===== src/common/gpio_route_consts.svh =====
// Offsets, field positions, reset values and limits of the GPIO pin routing block
`ifndef GPIO_ROUTE_CONSTS_SVH
`define GPIO_ROUTE_CONSTS_SVH

`define GPR_ADDR_WIDTH 12
`define GPR_DATA_WIDTH 32
`define GPR_ROUTE_OFFSET 12'h62C
`define GPR_IN_DATA_OFFSET 12'h63C
`define GPR_OUT_DATA_OFFSET 12'h644
`define GPR_ROUTE_RESET 32'h0000_0000
`define GPR_IN_DATA_RESET 16'h0000
`define GPR_READ_ZERO 32'h0000_0000
`define GPR_REG_PINS 16
`define GPR_DEFAULT_PINS 12
`define GPR_SEL_BIT 0
`define GPR_DIR_BIT 1
`define GPR_FIELD_BITS 2

`endif


===== src/common/gpio_route_pkg.sv =====
// Types shared by the GPIO pin routing block
package gpio_route_pkg;

  // One configuration space access as issued by the port's register logic
  typedef struct packed {
    logic write;
    logic read;
    logic [11:0] addr;
    logic [31:0] wrData;
    logic [3:0] byteEn;
  } cfg_req_t;

  // Answer to a configuration read
  typedef struct packed {
    logic rdValid;
    logic [31:0] rdData;
  } cfg_rsp_t;

  // Routing field of one pin
  typedef struct packed {
    logic dir;
    logic sel;
  } pin_route_t;

endpackage


===== src/logic/gpio_pin_cell.sv =====
// One GPIO pin: input synchroniser, routing of the input and selection of the output source
`timescale 1ns/1ns
`default_nettype none

module gpio_pin_cell (
  input wire logic ref_clk,
  input wire logic reset_n,
  input wire gpio_route_pkg::pin_route_t route,
  input wire logic pinIn,
  input wire logic outData,
  input wire logic hotPlugReset,
  output logic pinOut,
  output logic pinOe_n,
  output logic inData,
  output logic intReq
);

  logic syncA_reg;
  logic syncB_reg;

  // Pin is asynchronous to the core clock; only syncB_reg is read downstream
  always_ff @(posedge ref_clk) begin
    if (!reset_n) begin
      syncA_reg <= 1'b0;
      syncB_reg <= 1'b0;
    end else begin
      syncA_reg <= pinIn;
      syncB_reg <= syncA_reg;
    end
  end

  // Input side: data register path or interrupt path, zero while driving
  always_ff @(posedge ref_clk) begin
    if (!reset_n) begin
      inData <= 1'b0;
      intReq <= 1'b0;
    end else begin
      inData <= !route.dir && !route.sel && syncB_reg;
      intReq <= !route.dir && route.sel && syncB_reg;
    end
  end

  // Output side: enable released while input, so the board can drive the pin
  always_ff @(posedge ref_clk) begin
    if (!reset_n) begin
      pinOe_n <= 1'b1;
      pinOut <= 1'b0;
    end else begin
      pinOe_n <= !route.dir;
      pinOut <= route.sel ? hotPlugReset : outData;
    end
  end

  chk_oe_follows_dir: assert property (@(posedge ref_clk) disable iff (!reset_n)
    ##1 (pinOe_n == !$past(route.dir)))
    else $error("pin enable does not follow direction");

  chk_out_data_path: assert property (@(posedge ref_clk) disable iff (!reset_n)
    (route.dir && !route.sel) |=> (pinOut == $past(outData)) && !pinOe_n)
    else $error("output pin not driven from output data");

  chk_out_reset_path: assert property (@(posedge ref_clk) disable iff (!reset_n)
    (route.dir && route.sel) |=> (pinOut == $past(hotPlugReset)) && !pinOe_n)
    else $error("output pin not driven from hot-plug reset");

  chk_in_data_path: assert property (@(posedge ref_clk) disable iff (!reset_n)
    (!route.dir && !route.sel) |=> (inData == $past(syncB_reg)) && !intReq)
    else $error("input pin state missing from input data");

  chk_in_int_path: assert property (@(posedge ref_clk) disable iff (!reset_n)
    (!route.dir && route.sel) |=> (intReq == $past(syncB_reg)) && !inData)
    else $error("input pin not routed to interrupt");

  chk_output_reads_zero: assert property (@(posedge ref_clk) disable iff (!reset_n)
    route.dir |=> !inData && !intReq)
    else $error("output pin leaks into input paths");

endmodule

`default_nettype wire


===== src/logic/gpio_pin_routing_direction.sv =====
// GPIO pin routing and direction register with per-pin routing of every pin
`timescale 1ns/1ns
`default_nettype none
`include "gpio_route_consts.svh"

module gpio_pin_routing_direction #(
  parameter int PIN_COUNT = `GPR_DEFAULT_PINS
) (
  input wire logic ref_clk,
  input wire logic reset_n,
  // Set when this instance sits in the upstream port
  input wire logic isUpstreamPort,
  // Configuration space access from the port's register logic
  input wire gpio_route_pkg::cfg_req_t cfgReq,
  output gpio_route_pkg::cfg_rsp_t cfgRsp,
  // Output data register contents, kept elsewhere
  input wire logic [PIN_COUNT-1:0] outDataBits,
  // Serial hot-plug reset of each hot-plug port, index equals port number
  input wire logic [PIN_COUNT-1:0] hotPlugReset,
  // Pins
  input wire logic [PIN_COUNT-1:0] pinIn,
  output logic [PIN_COUNT-1:0] pinOut,
  output logic [PIN_COUNT-1:0] pinOe_n,
  // Pin states for the input data register
  output logic [PIN_COUNT-1:0] inDataBits,
  // Pins routed to the general interrupt, one level per pin
  output logic [PIN_COUNT-1:0] intReqBits,
  // Any routed pin requesting; feeds the INTx, MSI and host_interrupt_pin logic
  output logic generalIntReq
);

  localparam int FIELD_BITS = `GPR_FIELD_BITS;
  localparam int USED_BITS = FIELD_BITS * PIN_COUNT;
  localparam int DATA_W = `GPR_DATA_WIDTH;

  // The register only holds fields for sixteen pins, so a wider port has nowhere
  // to keep its routing; refuse it while the design is being built
  if (PIN_COUNT < 1 || PIN_COUNT > `GPR_REG_PINS || USED_BITS > DATA_W) begin : g_bad_pins
    $error("PIN_COUNT must lie between 1 and 16");
  end

  // Only fields of implemented pins are writable; the rest read as zero
  function automatic logic [31:0] usedMask();
    logic [31:0] m;
    m = '0;
    for (int i = 0; i < USED_BITS; i++) begin
      m[i] = 1'b1;
    end
    return m;
  endfunction

  localparam logic [31:0] ROUTE_MASK = usedMask();

  logic [31:0] routeReg;
  logic [31:0] routeNext;
  logic [31:0] byteMask;
  logic routeHit;
  logic inDataHit;
  logic [31:0] inDataWord;
  logic [31:0] rdDataNext;
  logic [PIN_COUNT-1:0] dirBits;

  // Decode; the routing register exists only in the upstream port
  assign routeHit = isUpstreamPort && (cfgReq.addr == `GPR_ROUTE_OFFSET);
  assign inDataHit = cfgReq.addr == `GPR_IN_DATA_OFFSET;

  // Expand byte enables to a bit mask for partial writes
  always_comb begin
    for (int b = 0; b < 4; b++) begin
      byteMask[8*b +: 8] = {8{cfgReq.byteEn[b]}};
    end
  end

  // Merge written bytes into the current value, keeping unimplemented fields zero
  always_comb begin
    routeNext = routeReg;
    if (cfgReq.write && routeHit) begin
      routeNext = ((cfgReq.wrData & byteMask) | (routeReg & ~byteMask)) & ROUTE_MASK;
    end
  end

  // Routing register; reset makes every pin a data input
  always_ff @(posedge ref_clk) begin
    if (!reset_n) begin
      routeReg <= `GPR_ROUTE_RESET;
    end else begin
      routeReg <= routeNext;
    end
  end

  // Input data word: bits of unimplemented pins read as zero
  always_comb begin
    inDataWord = `GPR_READ_ZERO;
    inDataWord[PIN_COUNT-1:0] = inDataBits;
  end

  // Read mux; an unmapped or absent register answers zero, never stalls
  always_comb begin
    rdDataNext = `GPR_READ_ZERO;
    if (routeHit) begin
      rdDataNext = routeReg;
    end else if (inDataHit) begin
      rdDataNext = inDataWord;
    end
  end

  // Read answer one cycle after the request
  always_ff @(posedge ref_clk) begin
    if (!reset_n) begin
      cfgRsp.rdValid <= 1'b0;
      cfgRsp.rdData <= `GPR_READ_ZERO;
    end else begin
      cfgRsp.rdValid <= cfgReq.read;
      cfgRsp.rdData <= cfgReq.read ? rdDataNext : `GPR_READ_ZERO;
    end
  end

  // One cell per pin; pin n takes field n and hot-plug reset n
  for (genvar n = 0; n < PIN_COUNT; n++) begin : g_pin
    gpio_route_pkg::pin_route_t route;

    assign route.dir = routeReg[FIELD_BITS*n + `GPR_DIR_BIT];
    assign route.sel = routeReg[FIELD_BITS*n + `GPR_SEL_BIT];

    gpio_pin_cell gpio_pin_cell_inst (
      .ref_clk(ref_clk),
      .reset_n(reset_n),
      .route(route),
      .pinIn(pinIn[n]),
      .outData(outDataBits[n]),
      .hotPlugReset(hotPlugReset[n]),
      .pinOut(pinOut[n]),
      .pinOe_n(pinOe_n[n]),
      .inData(inDataBits[n]),
      .intReq(intReqBits[n])
    );
  end

  // Direction bits of all pins side by side, read only by the whole-port checks
  always_comb begin
    for (int p = 0; p < PIN_COUNT; p++) begin
      dirBits[p] = routeReg[FIELD_BITS*p + `GPR_DIR_BIT];
    end
  end

  // Combined request; the interrupt logic downstream picks INTx, MSI or pin
  assign generalIntReq = |intReqBits;

  chk_reset_clears_route: assert property (@(posedge ref_clk) disable iff (!reset_n)
    (reset_n && !$past(reset_n)) |-> (routeReg == `GPR_ROUTE_RESET) && (&pinOe_n))
    else $error("routing not cleared or pin driven after reset");

  chk_route_write_lands: assert property (@(posedge ref_clk) disable iff (!reset_n)
    (cfgReq.write && isUpstreamPort && cfgReq.addr == `GPR_ROUTE_OFFSET
      && cfgReq.byteEn == 4'hF)
    |=> routeReg == ($past(cfgReq.wrData) & ROUTE_MASK))
    else $error("full write to routing register lost");

  chk_downstream_no_route: assert property (@(posedge ref_clk) disable iff (!reset_n)
    !isUpstreamPort |=> $stable(routeReg))
    else $error("routing register changed outside upstream port");

  chk_read_route_back: assert property (@(posedge ref_clk) disable iff (!reset_n)
    (cfgReq.read && !cfgReq.write && routeHit)
    |=> cfgRsp.rdValid && (cfgRsp.rdData == $past(routeReg)))
    else $error("routing register read answer wrong");

  chk_int_summary: assert property (@(posedge ref_clk) disable iff (!reset_n)
    (routeReg == `GPR_ROUTE_RESET) ##1 (routeReg == `GPR_ROUTE_RESET) |-> !generalIntReq)
    else $error("interrupt requested with no pin routed to it");

  chk_pin11_reset_map: assert property (@(posedge ref_clk) disable iff (!reset_n)
    (PIN_COUNT > 11 && routeReg[23] && routeReg[22])
    |=> pinOut[PIN_COUNT-1 < 11 ? 0 : 11] == $past(hotPlugReset[PIN_COUNT-1 < 11 ? 0 : 11]))
    else $error("pin 11 not driven by hot-plug port 11 reset");

  // Whole-port views: a pin is released exactly while its direction bit is clear
  chk_released_inputs: assert property (@(posedge ref_clk) disable iff (!reset_n)
    ##1 (pinOe_n == ~$past(dirBits)))
    else $error("pin driven while configured as input");

  chk_unused_fields_zero: assert property (@(posedge ref_clk) disable iff (!reset_n)
    (routeReg & ~ROUTE_MASK) == `GPR_READ_ZERO)
    else $error("field of an absent pin holds a one");

  chk_foreign_write_ignored: assert property (@(posedge ref_clk) disable iff (!reset_n)
    (cfgReq.write && cfgReq.addr != `GPR_ROUTE_OFFSET) |=> $stable(routeReg))
    else $error("write to another offset changed the routing register");

  chk_idle_route_hold: assert property (@(posedge ref_clk) disable iff (!reset_n)
    !cfgReq.write |=> $stable(routeReg))
    else $error("routing register changed with no write");

  chk_read_idle_zero: assert property (@(posedge ref_clk) disable iff (!reset_n)
    !cfgReq.read |=> !cfgRsp.rdValid && (cfgRsp.rdData == `GPR_READ_ZERO))
    else $error("read answer without a read request");

  chk_downstream_read_zero: assert property (@(posedge ref_clk) disable iff (!reset_n)
    (cfgReq.read && !isUpstreamPort && cfgReq.addr == `GPR_ROUTE_OFFSET)
    |=> cfgRsp.rdValid && (cfgRsp.rdData == `GPR_READ_ZERO))
    else $error("routing register visible outside upstream port");

  chk_in_data_read: assert property (@(posedge ref_clk) disable iff (!reset_n)
    (cfgReq.read && cfgReq.addr == `GPR_IN_DATA_OFFSET)
    |=> cfgRsp.rdValid && (cfgRsp.rdData[PIN_COUNT-1:0] == $past(inDataBits)))
    else $error("input data read answer wrong");

  // Input paths start quiet, so no false interrupt follows a reset
  chk_reset_inputs_quiet: assert property (@(posedge ref_clk) disable iff (!reset_n)
    (reset_n && !$past(reset_n))
    |-> ~|inDataBits && ~|intReqBits && !cfgRsp.rdValid)
    else $error("input paths not cleared by reset");

  chk_one_input_path: assert property (@(posedge ref_clk) disable iff (!reset_n)
    ~|(inDataBits & intReqBits))
    else $error("pin feeds data and interrupt at once");

  chk_outputs_read_zero: assert property (@(posedge ref_clk) disable iff (!reset_n)
    ##1 ~|($past(dirBits) & (inDataBits | intReqBits)))
    else $error("output pin visible in input paths");

endmodule

`default_nettype wire


===== config.mk =====
export PLATFORM = sky130hd
export DESIGN_NAME = gpio_pin_routing_direction
export DESIGN_NICKNAME = d
export VERILOG_FILES = /design/src/common/gpio_route_pkg.sv /design/src/logic/gpio_pin_cell.sv /design/src/logic/gpio_pin_routing_direction.sv
export VERILOG_INCLUDE_DIRS = /design/src /design/src/common
export SDC_FILE = /design/constraint.sdc
export NUM_CORES = 1
export LEC_CHECK = 0
export ABC_AREA = 1
export CAP_MARGIN = 20
export CORE_MARGIN = 2
export CORE_UTILIZATION = 30
export DETAILED_ROUTE_END_ITERATION = 10
export DONT_BUFFER_PORTS = 1
export HOLD_SLACK_MARGIN = 0.15
export PLACE_DENSITY = 0.41
export SKIP_LAST_GASP = 1
export SYNTH_ARGS = -nofsm -noshare
export SYNTH_HDL_FRONTEND = slang
export SYNTH_SLANG_ARGS = --single-unit

===== constraint.sdc =====
create_clock -name ref_clk -period 2.8 [get_ports ref_clk]
set_input_delay 0.14 -clock ref_clk [delete_from_list [all_inputs] [get_ports ref_clk]]
set_output_delay 0.14 -clock ref_clk [all_outputs]
set_load 0.01 [all_outputs]

### Yosys cells after proc, flatten, opt, wreduce, memory -nomap -nowiden

Cells that the tools add are included.
Widths: inputs -> output; s select.

| operators by class | value |
|---|---|
| equality and inequality tests | 2 |
| muxes and demuxes | 14 |
| bitwise logic cells | 5 |
| reduce and logical (&&, ||, !) cells | 77 |

Operators by type and width:

| operator | count |
|---|---|
| $logic_and 1x1->1 | 50 |
| $and 24x24->24 | 2 |
| $eq 12x11->1 const B | 2 |
| $logic_not 1->1 | 24 |
| $mux 24 | 1 |
| $not 24->24 | 1 |
| $or 24x24->24 | 1 |
| $mux 1 | 12 |
| $mux 12 | 1 |
| $reduce_or 12->1 | 1 |
| $reduce_and 2->1 | 1 |
| $reduce_or 2->1 | 1 |
| $not 1->1 | 1 |

| word-level totals | value |
|---|---|
| register bits after elaboration | 129 |
| input port bits | 89 |
| output and inout bits | 82 |
| word-level logic and storage cells | 174 |

### Logic depth before layout (Yosys ltp)

| logic depth | value |
|---|---|
| depth in word-level cells | 3 |
| mapped depth | 9 |
| mapped depth without buffers | 8 |

### Hierarchy

A second synthesis with hierarchy kept.

| unflattened totals | value |
|---|---|
| cells, all modules | 531 |
| area, all modules | 4264.1 um^2 |

By module, submodules not included:

| module | times used | cells an instance | area an instance (um^2) | sequential area each (um^2) |
|---|---|---|---|---|
| gpio_pin_cell | 12 | 21 | 182.7 | 120.1 |
| gpio_pin_routing_direction | 1 | 279 | 2072.0 | 980.9 |

### Least setup slack after synthesis

OpenSTA, ideal clock, no wires.

| timing | value |
|---|---|
| path type | input-to-reg |
| from | input cfgReq[37] in the netlist's numbering |
| to | register cfgRsp[2] in the netlist's numbering |
| library setup time | 122 ps |
| arrival time | 915 ps |
| data required time | 2678 ps |
| slack | 1763 ps |
| stages on the path | 7 |
| path buffers | 1 |
| cell sequence | nor2_1 nand2_2 nor2_8 a21oi_1 buf_2 nand3_1 o21ai_0 |

| on the way | value |
|---|---|
| cells in the longest elaborated chain, start to end | 3 |
| elaborated cells between the ends (all ways) | 5 |
| classes of those cells | eq/ne: 2; mux: 2; reduce/logical: 1 |

Ends and longest elaborated chain:

| element | line | text |
|---|---|---|
| start: declaration | gpio_pin_routing_direction.sv:14 | `input wire gpio_route_pkg::cfg_req_t cfgReq,` |
| $eq 12x11->1 (no line) | -- |  |
| $mux 12 / $logic_and 1x1->1 (equally long branches) | gpio_pin_routing_direction.sv:102, gpio_pin_routing_direction.sv:64 |  |
| $mux 24 (*) | gpio_pin_routing_direction.sv:100 | `if (routeHit) begin` |
| end: declaration | gpio_pin_routing_direction.sv:15 | `output gpio_route_pkg::cfg_rsp_t cfgRsp,` |

Mark *: on every way between the ends. The rest lies on a longest branch, timed or not.
A chain may end at the register's enable or synchronous reset.

### Worst setup path after layout

| timing | value |
|---|---|
| from | input reset_n |
| to | register cfgRsp[1] in the netlist's numbering |

| on the way | value |
|---|---|
| cells in the longest elaborated chain, start to end | 1 |

Ends and longest elaborated chain:

| element | line | text |
|---|---|---|
| start: declaration | gpio_pin_routing_direction.sv:10 | `input wire logic reset_n,` |
| $reduce_and 2->1 (no line) | -- |  |

No other way between the ends.

==> results <==
- The half-perimeter wire length after placement is 6910 um.
- Across the VDD grid, the largest voltage drop is 0.000361 V.
- After clock tree synthesis, the clock-pin slew on the worst setup and hold paths is 0.05 ns.
- In the global route stage, overall resource usage came out at 14.4%.
- After synthesis, the most frequently instantiated cells are sky130_fd_sc_hd__dfxtp_1, sky130_fd_sc_hd__nor2_1, sky130_fd_sc_hd__nand2_1, sky130_fd_sc_hd__buf_4, sky130_fd_sc_hd__inv_1.
- The clock tree from TritonCTS is yes.
- Derived from the worst setup path, the maximum achievable clock frequency is 0.525 GHz.
- Setup repair after global routing left no endpoint under its margin.
- The pin count of the biggest net entering global routing is 86.
- Summed over all nets, wire length on met3 after detailed routing comes to 768 um.
- The via density per instance is 4.11.
- For this design the static power due to leakage is 2.82 nW.
- The number of setup violations in the final report is 0.
- The I/O pin count is 171.
- The run finished with clean final reports.
- The minimum setup slack among reg-to-reg paths is 1.48 ns.
- The wire length of the first global-routing pass is 16100 um.
- Data on the critical path is required at its endpoint by 3.11 ns.
- The arrival time at the worst endpoint is 2.22 ns.
- Counting flops with an async set or reset pin after synthesis yields a share of 0%.
- The area of the mapped netlist is 4320 sq um.
- Together, buffers and inverters on the worst path number 3.
- The clock arrives with 0.00634 ns of skew.
- From bottom edge to top edge, the die measures 124 um.
- The die outline area is 15400 sq um.
- The synthesis-to-layout area growth is 34.1%.
- The total of flip-flops plus latches after synthesis is 121.
- The standard cell with the maximum stage delay on the critical path is sky130_fd_sc_hd__dlygate4sd3_1.
- After clock tree synthesis, the setup repair step added 0 buffers.
- After layout, the minimum clock period comes to 1.90 ns.
- The setup slack after layout is 0.896 ns.
- The final hold violation count is 0.
- In this run the mean area of a mapped cell was 8.47 sq um.
- The synthesized instance count is 510.
- The fraction of synthesized cell area taken by the top area cell type is 56.1%.
- Grouping stages by cell kind, the critical path spends the most delay in buffers and inverters.
- The floorplan has 43 rows.
- The total placed instance area is 4060 sq um.
- The TritonCTS buffer count is 17.
- The dominant register cell in the synthesized netlist is sky130_fd_sc_hd__dfxtp_1.
- The width of the die is 124 um.
- The capturing element type of the critical path is a register.
- The kind of start point of the critical path is an input pin.
- The first detailed-routing pass took 4 iterations.
- The tree is rooted in a sky130_fd_sc_hd__clkbuf_16.
- The critical setup path kind is input pin to register.
- Cells with a size suffix above 1 make up 7.30% of the layout.
- Port buffering added 0 buffers.
- The maximum cell stage delay along the critical path is 0.63 ns.
- The final route contains 3163 vias.
- The min-delay analysis places its worst path in the category input pin to register.
- The utilization of the core after routing is 41.4%.
- The count of yosys warnings during synthesis is 0.
- At the end of the flow, the number of nets in the layout was 666.
- For this design, the sink count on the clock tree is 121.
- The via count of the first global-routing pass is 3101.
- For the final routed database, the setup TNS stands at 0 ns.
- The portion of the clock cycle consumed by the worst path in the final layout is 68.0%.
- The number of buffers on the longest clock path is 2.
- The power density over the cells is 710 nW/um^2.
- After the first detailed-routing iteration, the DRC count stood at 166.
- The total routed wirelength is 10700 um.
- Once detail routing completed, the nets flagged for antenna violations numbered 0.
- At the pin with the least slew margin, the transition time is 0.907 ns.
- Prior to clock tree synthesis, the placed netlist has a worst setup slack of 1.22 ns.
- The detailed-route DRC error count is 0.
- The number of pins exceeding their max-slew limit in the final report is 0.
- The total overflow left after global routing is 0.
- The later pin in the worst-skew pair is clocked with a latency of 0.40 ns.
- The routed length on met1 is 4550 um.
- The dominant cell type by area after synthesis is sky130_fd_sc_hd__dfxtp_1.
- The H-tree was split into 4 levels.
- The count of different cell masters after synthesis is 24.
- The global placement routability congestion is 0.711.
- Headroom to the max-slew limit came out at 39.2%.
- The core region is 14000 sq um.
- The met2 wire length is 5040 um.
- The number of antenna violations at the first check in global routing is 0.
- The dominant cell by count in the synthesized netlist is sky130_fd_sc_hd__dfxtp_1.
- The number of synthesized flops with an enable pin is 0.
- The critical-path maximum fanout is 85.
- The portion of the post-synthesis area used by sequential elements is 56.1%.
- Signal routing reaches up to met4.
- The final antenna diode count is 0.
- Max-cap violations in this run came to 0.
- By area the synthesized netlist is led by sky130_fd_sc_hd__dfxtp_1, sky130_fd_sc_hd__buf_4, sky130_fd_sc_hd__nor2_1, sky130_fd_sc_hd__nand2_1, sky130_fd_sc_hd__inv_1.
- The design area is 5790 sq um.
- The mean routed wirelength per cell is 13.9 um.
- Walking the worst path, the cells encountered are dlygate4sd3_1 -> buf_16 -> nand2_1 -> inv_1 -> nand3_2 -> o21ai_0.
- The initial standard-cell utilization of the core is 30.9%.
## through the flow
stage | hold slack [ns] | std cells | total power [mW]
4_1_cts | 0.155 | 769 | 4.17
5_1_grt | 0.194 | 769 | 4.27
3_5_place_dp | 0.226 | 626 | 1.86
3_3_place_gp | 0.226 | 626 | 1.86
6_report | 0.164 | 769 | 4.11
2_1_floorplan | 0.238 | 517 | 1.89
## repair_timing
action,4_1_cts,5_1_grt
endpoints found under the setup margin,0,0
hold buffers,112,0
endpoints found under the hold margin,97,0
resized for setup,0,0
## logic make-up (layout without fill, tap and decap cells)
kind of cell | after synthesis | count (layout) | synth area share, %
other cells | 1 | 8 | 0.0868
buf+inv | 126 | 198 | 16.8
compound gates | 25 | 25 | 2.90
simple gates | 237 | 237 | 24.2
flops | 121 | 121 | 56.1
## cells in the final DEF, fill, tap and decap left out
cell and n:
sky130_fd_sc_hd__inv_2 3, sky130_fd_sc_hd__nor2_4 2, sky130_fd_sc_hd__clkinv_4 1, sky130_fd_sc_hd__clkbuf_8 3, sky130_fd_sc_hd__dlygate4sd3_1 111, sky130_fd_sc_hd__nand4_4 3, sky130_fd_sc_hd__clkbuf_1 4, sky130_fd_sc_hd__a21oi_1 1
sky130_fd_sc_hd__inv_1 51, sky130_fd_sc_hd__conb_1 8, sky130_fd_sc_hd__clkinvlp_4 1, sky130_fd_sc_hd__dfxtp_1 121, sky130_fd_sc_hd__o21ai_0 16, sky130_fd_sc_hd__nand3_2 2, sky130_fd_sc_hd__nand2_4 1, sky130_fd_sc_hd__o21ai_1 8
sky130_fd_sc_hd__nor3_2 1, sky130_fd_sc_hd__buf_4 1, sky130_fd_sc_hd__nor2_1 109, sky130_fd_sc_hd__nand2_1 88, sky130_fd_sc_hd__nand2_2 1, sky130_fd_sc_hd__clkbuf_16 17, sky130_fd_sc_hd__nand3_1 25, sky130_fd_sc_hd__nor2_8 1
sky130_fd_sc_hd__buf_16 1, sky130_fd_sc_hd__bufinv_16 3, sky130_fd_sc_hd__clkinv_2 2, sky130_fd_sc_hd__nor4_1 3, sky130_fd_sc_hd__nand4_1 1
## routing by layer
metal / vias to the layer above / global-route usage, %
li1: 1616 / -
met1: 1433 / 16.6
met2: 93 / 23.1
met3: 21 / 5.17
met4: 0 / 8.29
met5: - / 0
## report_power, final
part / internal [mW] / switching, mW / total, mW / leakage [nW]
clock network: 1.46 / 0.731 / 2.19 / 0.290
registers: 1.76 / 0.0215 / 1.78 / 0.985
logic: 0.0775 / 0.0629 / 0.140 / 1.55
## worst reg2reg max path: cells and delay by family, from the launching register on
kind / cells / cell delay [ns]
buf+inv: 2 / 0.66
flops: 1 / 0.36
simple gates: 3 / 0.25
## final timing paths
kind	startpoint	end	cells past startpoint
worst max register to register	register	register	5
worst min register to register	register	g_pin[0].gpio_pin_cell_inst.pinOe_n	1
worst min-delay path	cfgReq[41]	cfgRsp[9]	4
worst max-delay path	reset_n	cfgRsp[1]	6
## layout make-up
| type | instances | area [sq um] |
|---|---|---|
| Timing Repair Buffer | 113 | 1150 |
| Inverter | 54 | 203 |
| Multi-Input combinational cell | 270 | 1200 |
| Fill cell | 1405 | 8200 |
| Clock inverter | 7 | 116 |
| Clock buffer | 24 | 482 |
| Sequential cell | 121 | 2420 |
| Tap cell | 180 | 225 |
No activity file was read; power rests on OpenSTA's default activity.
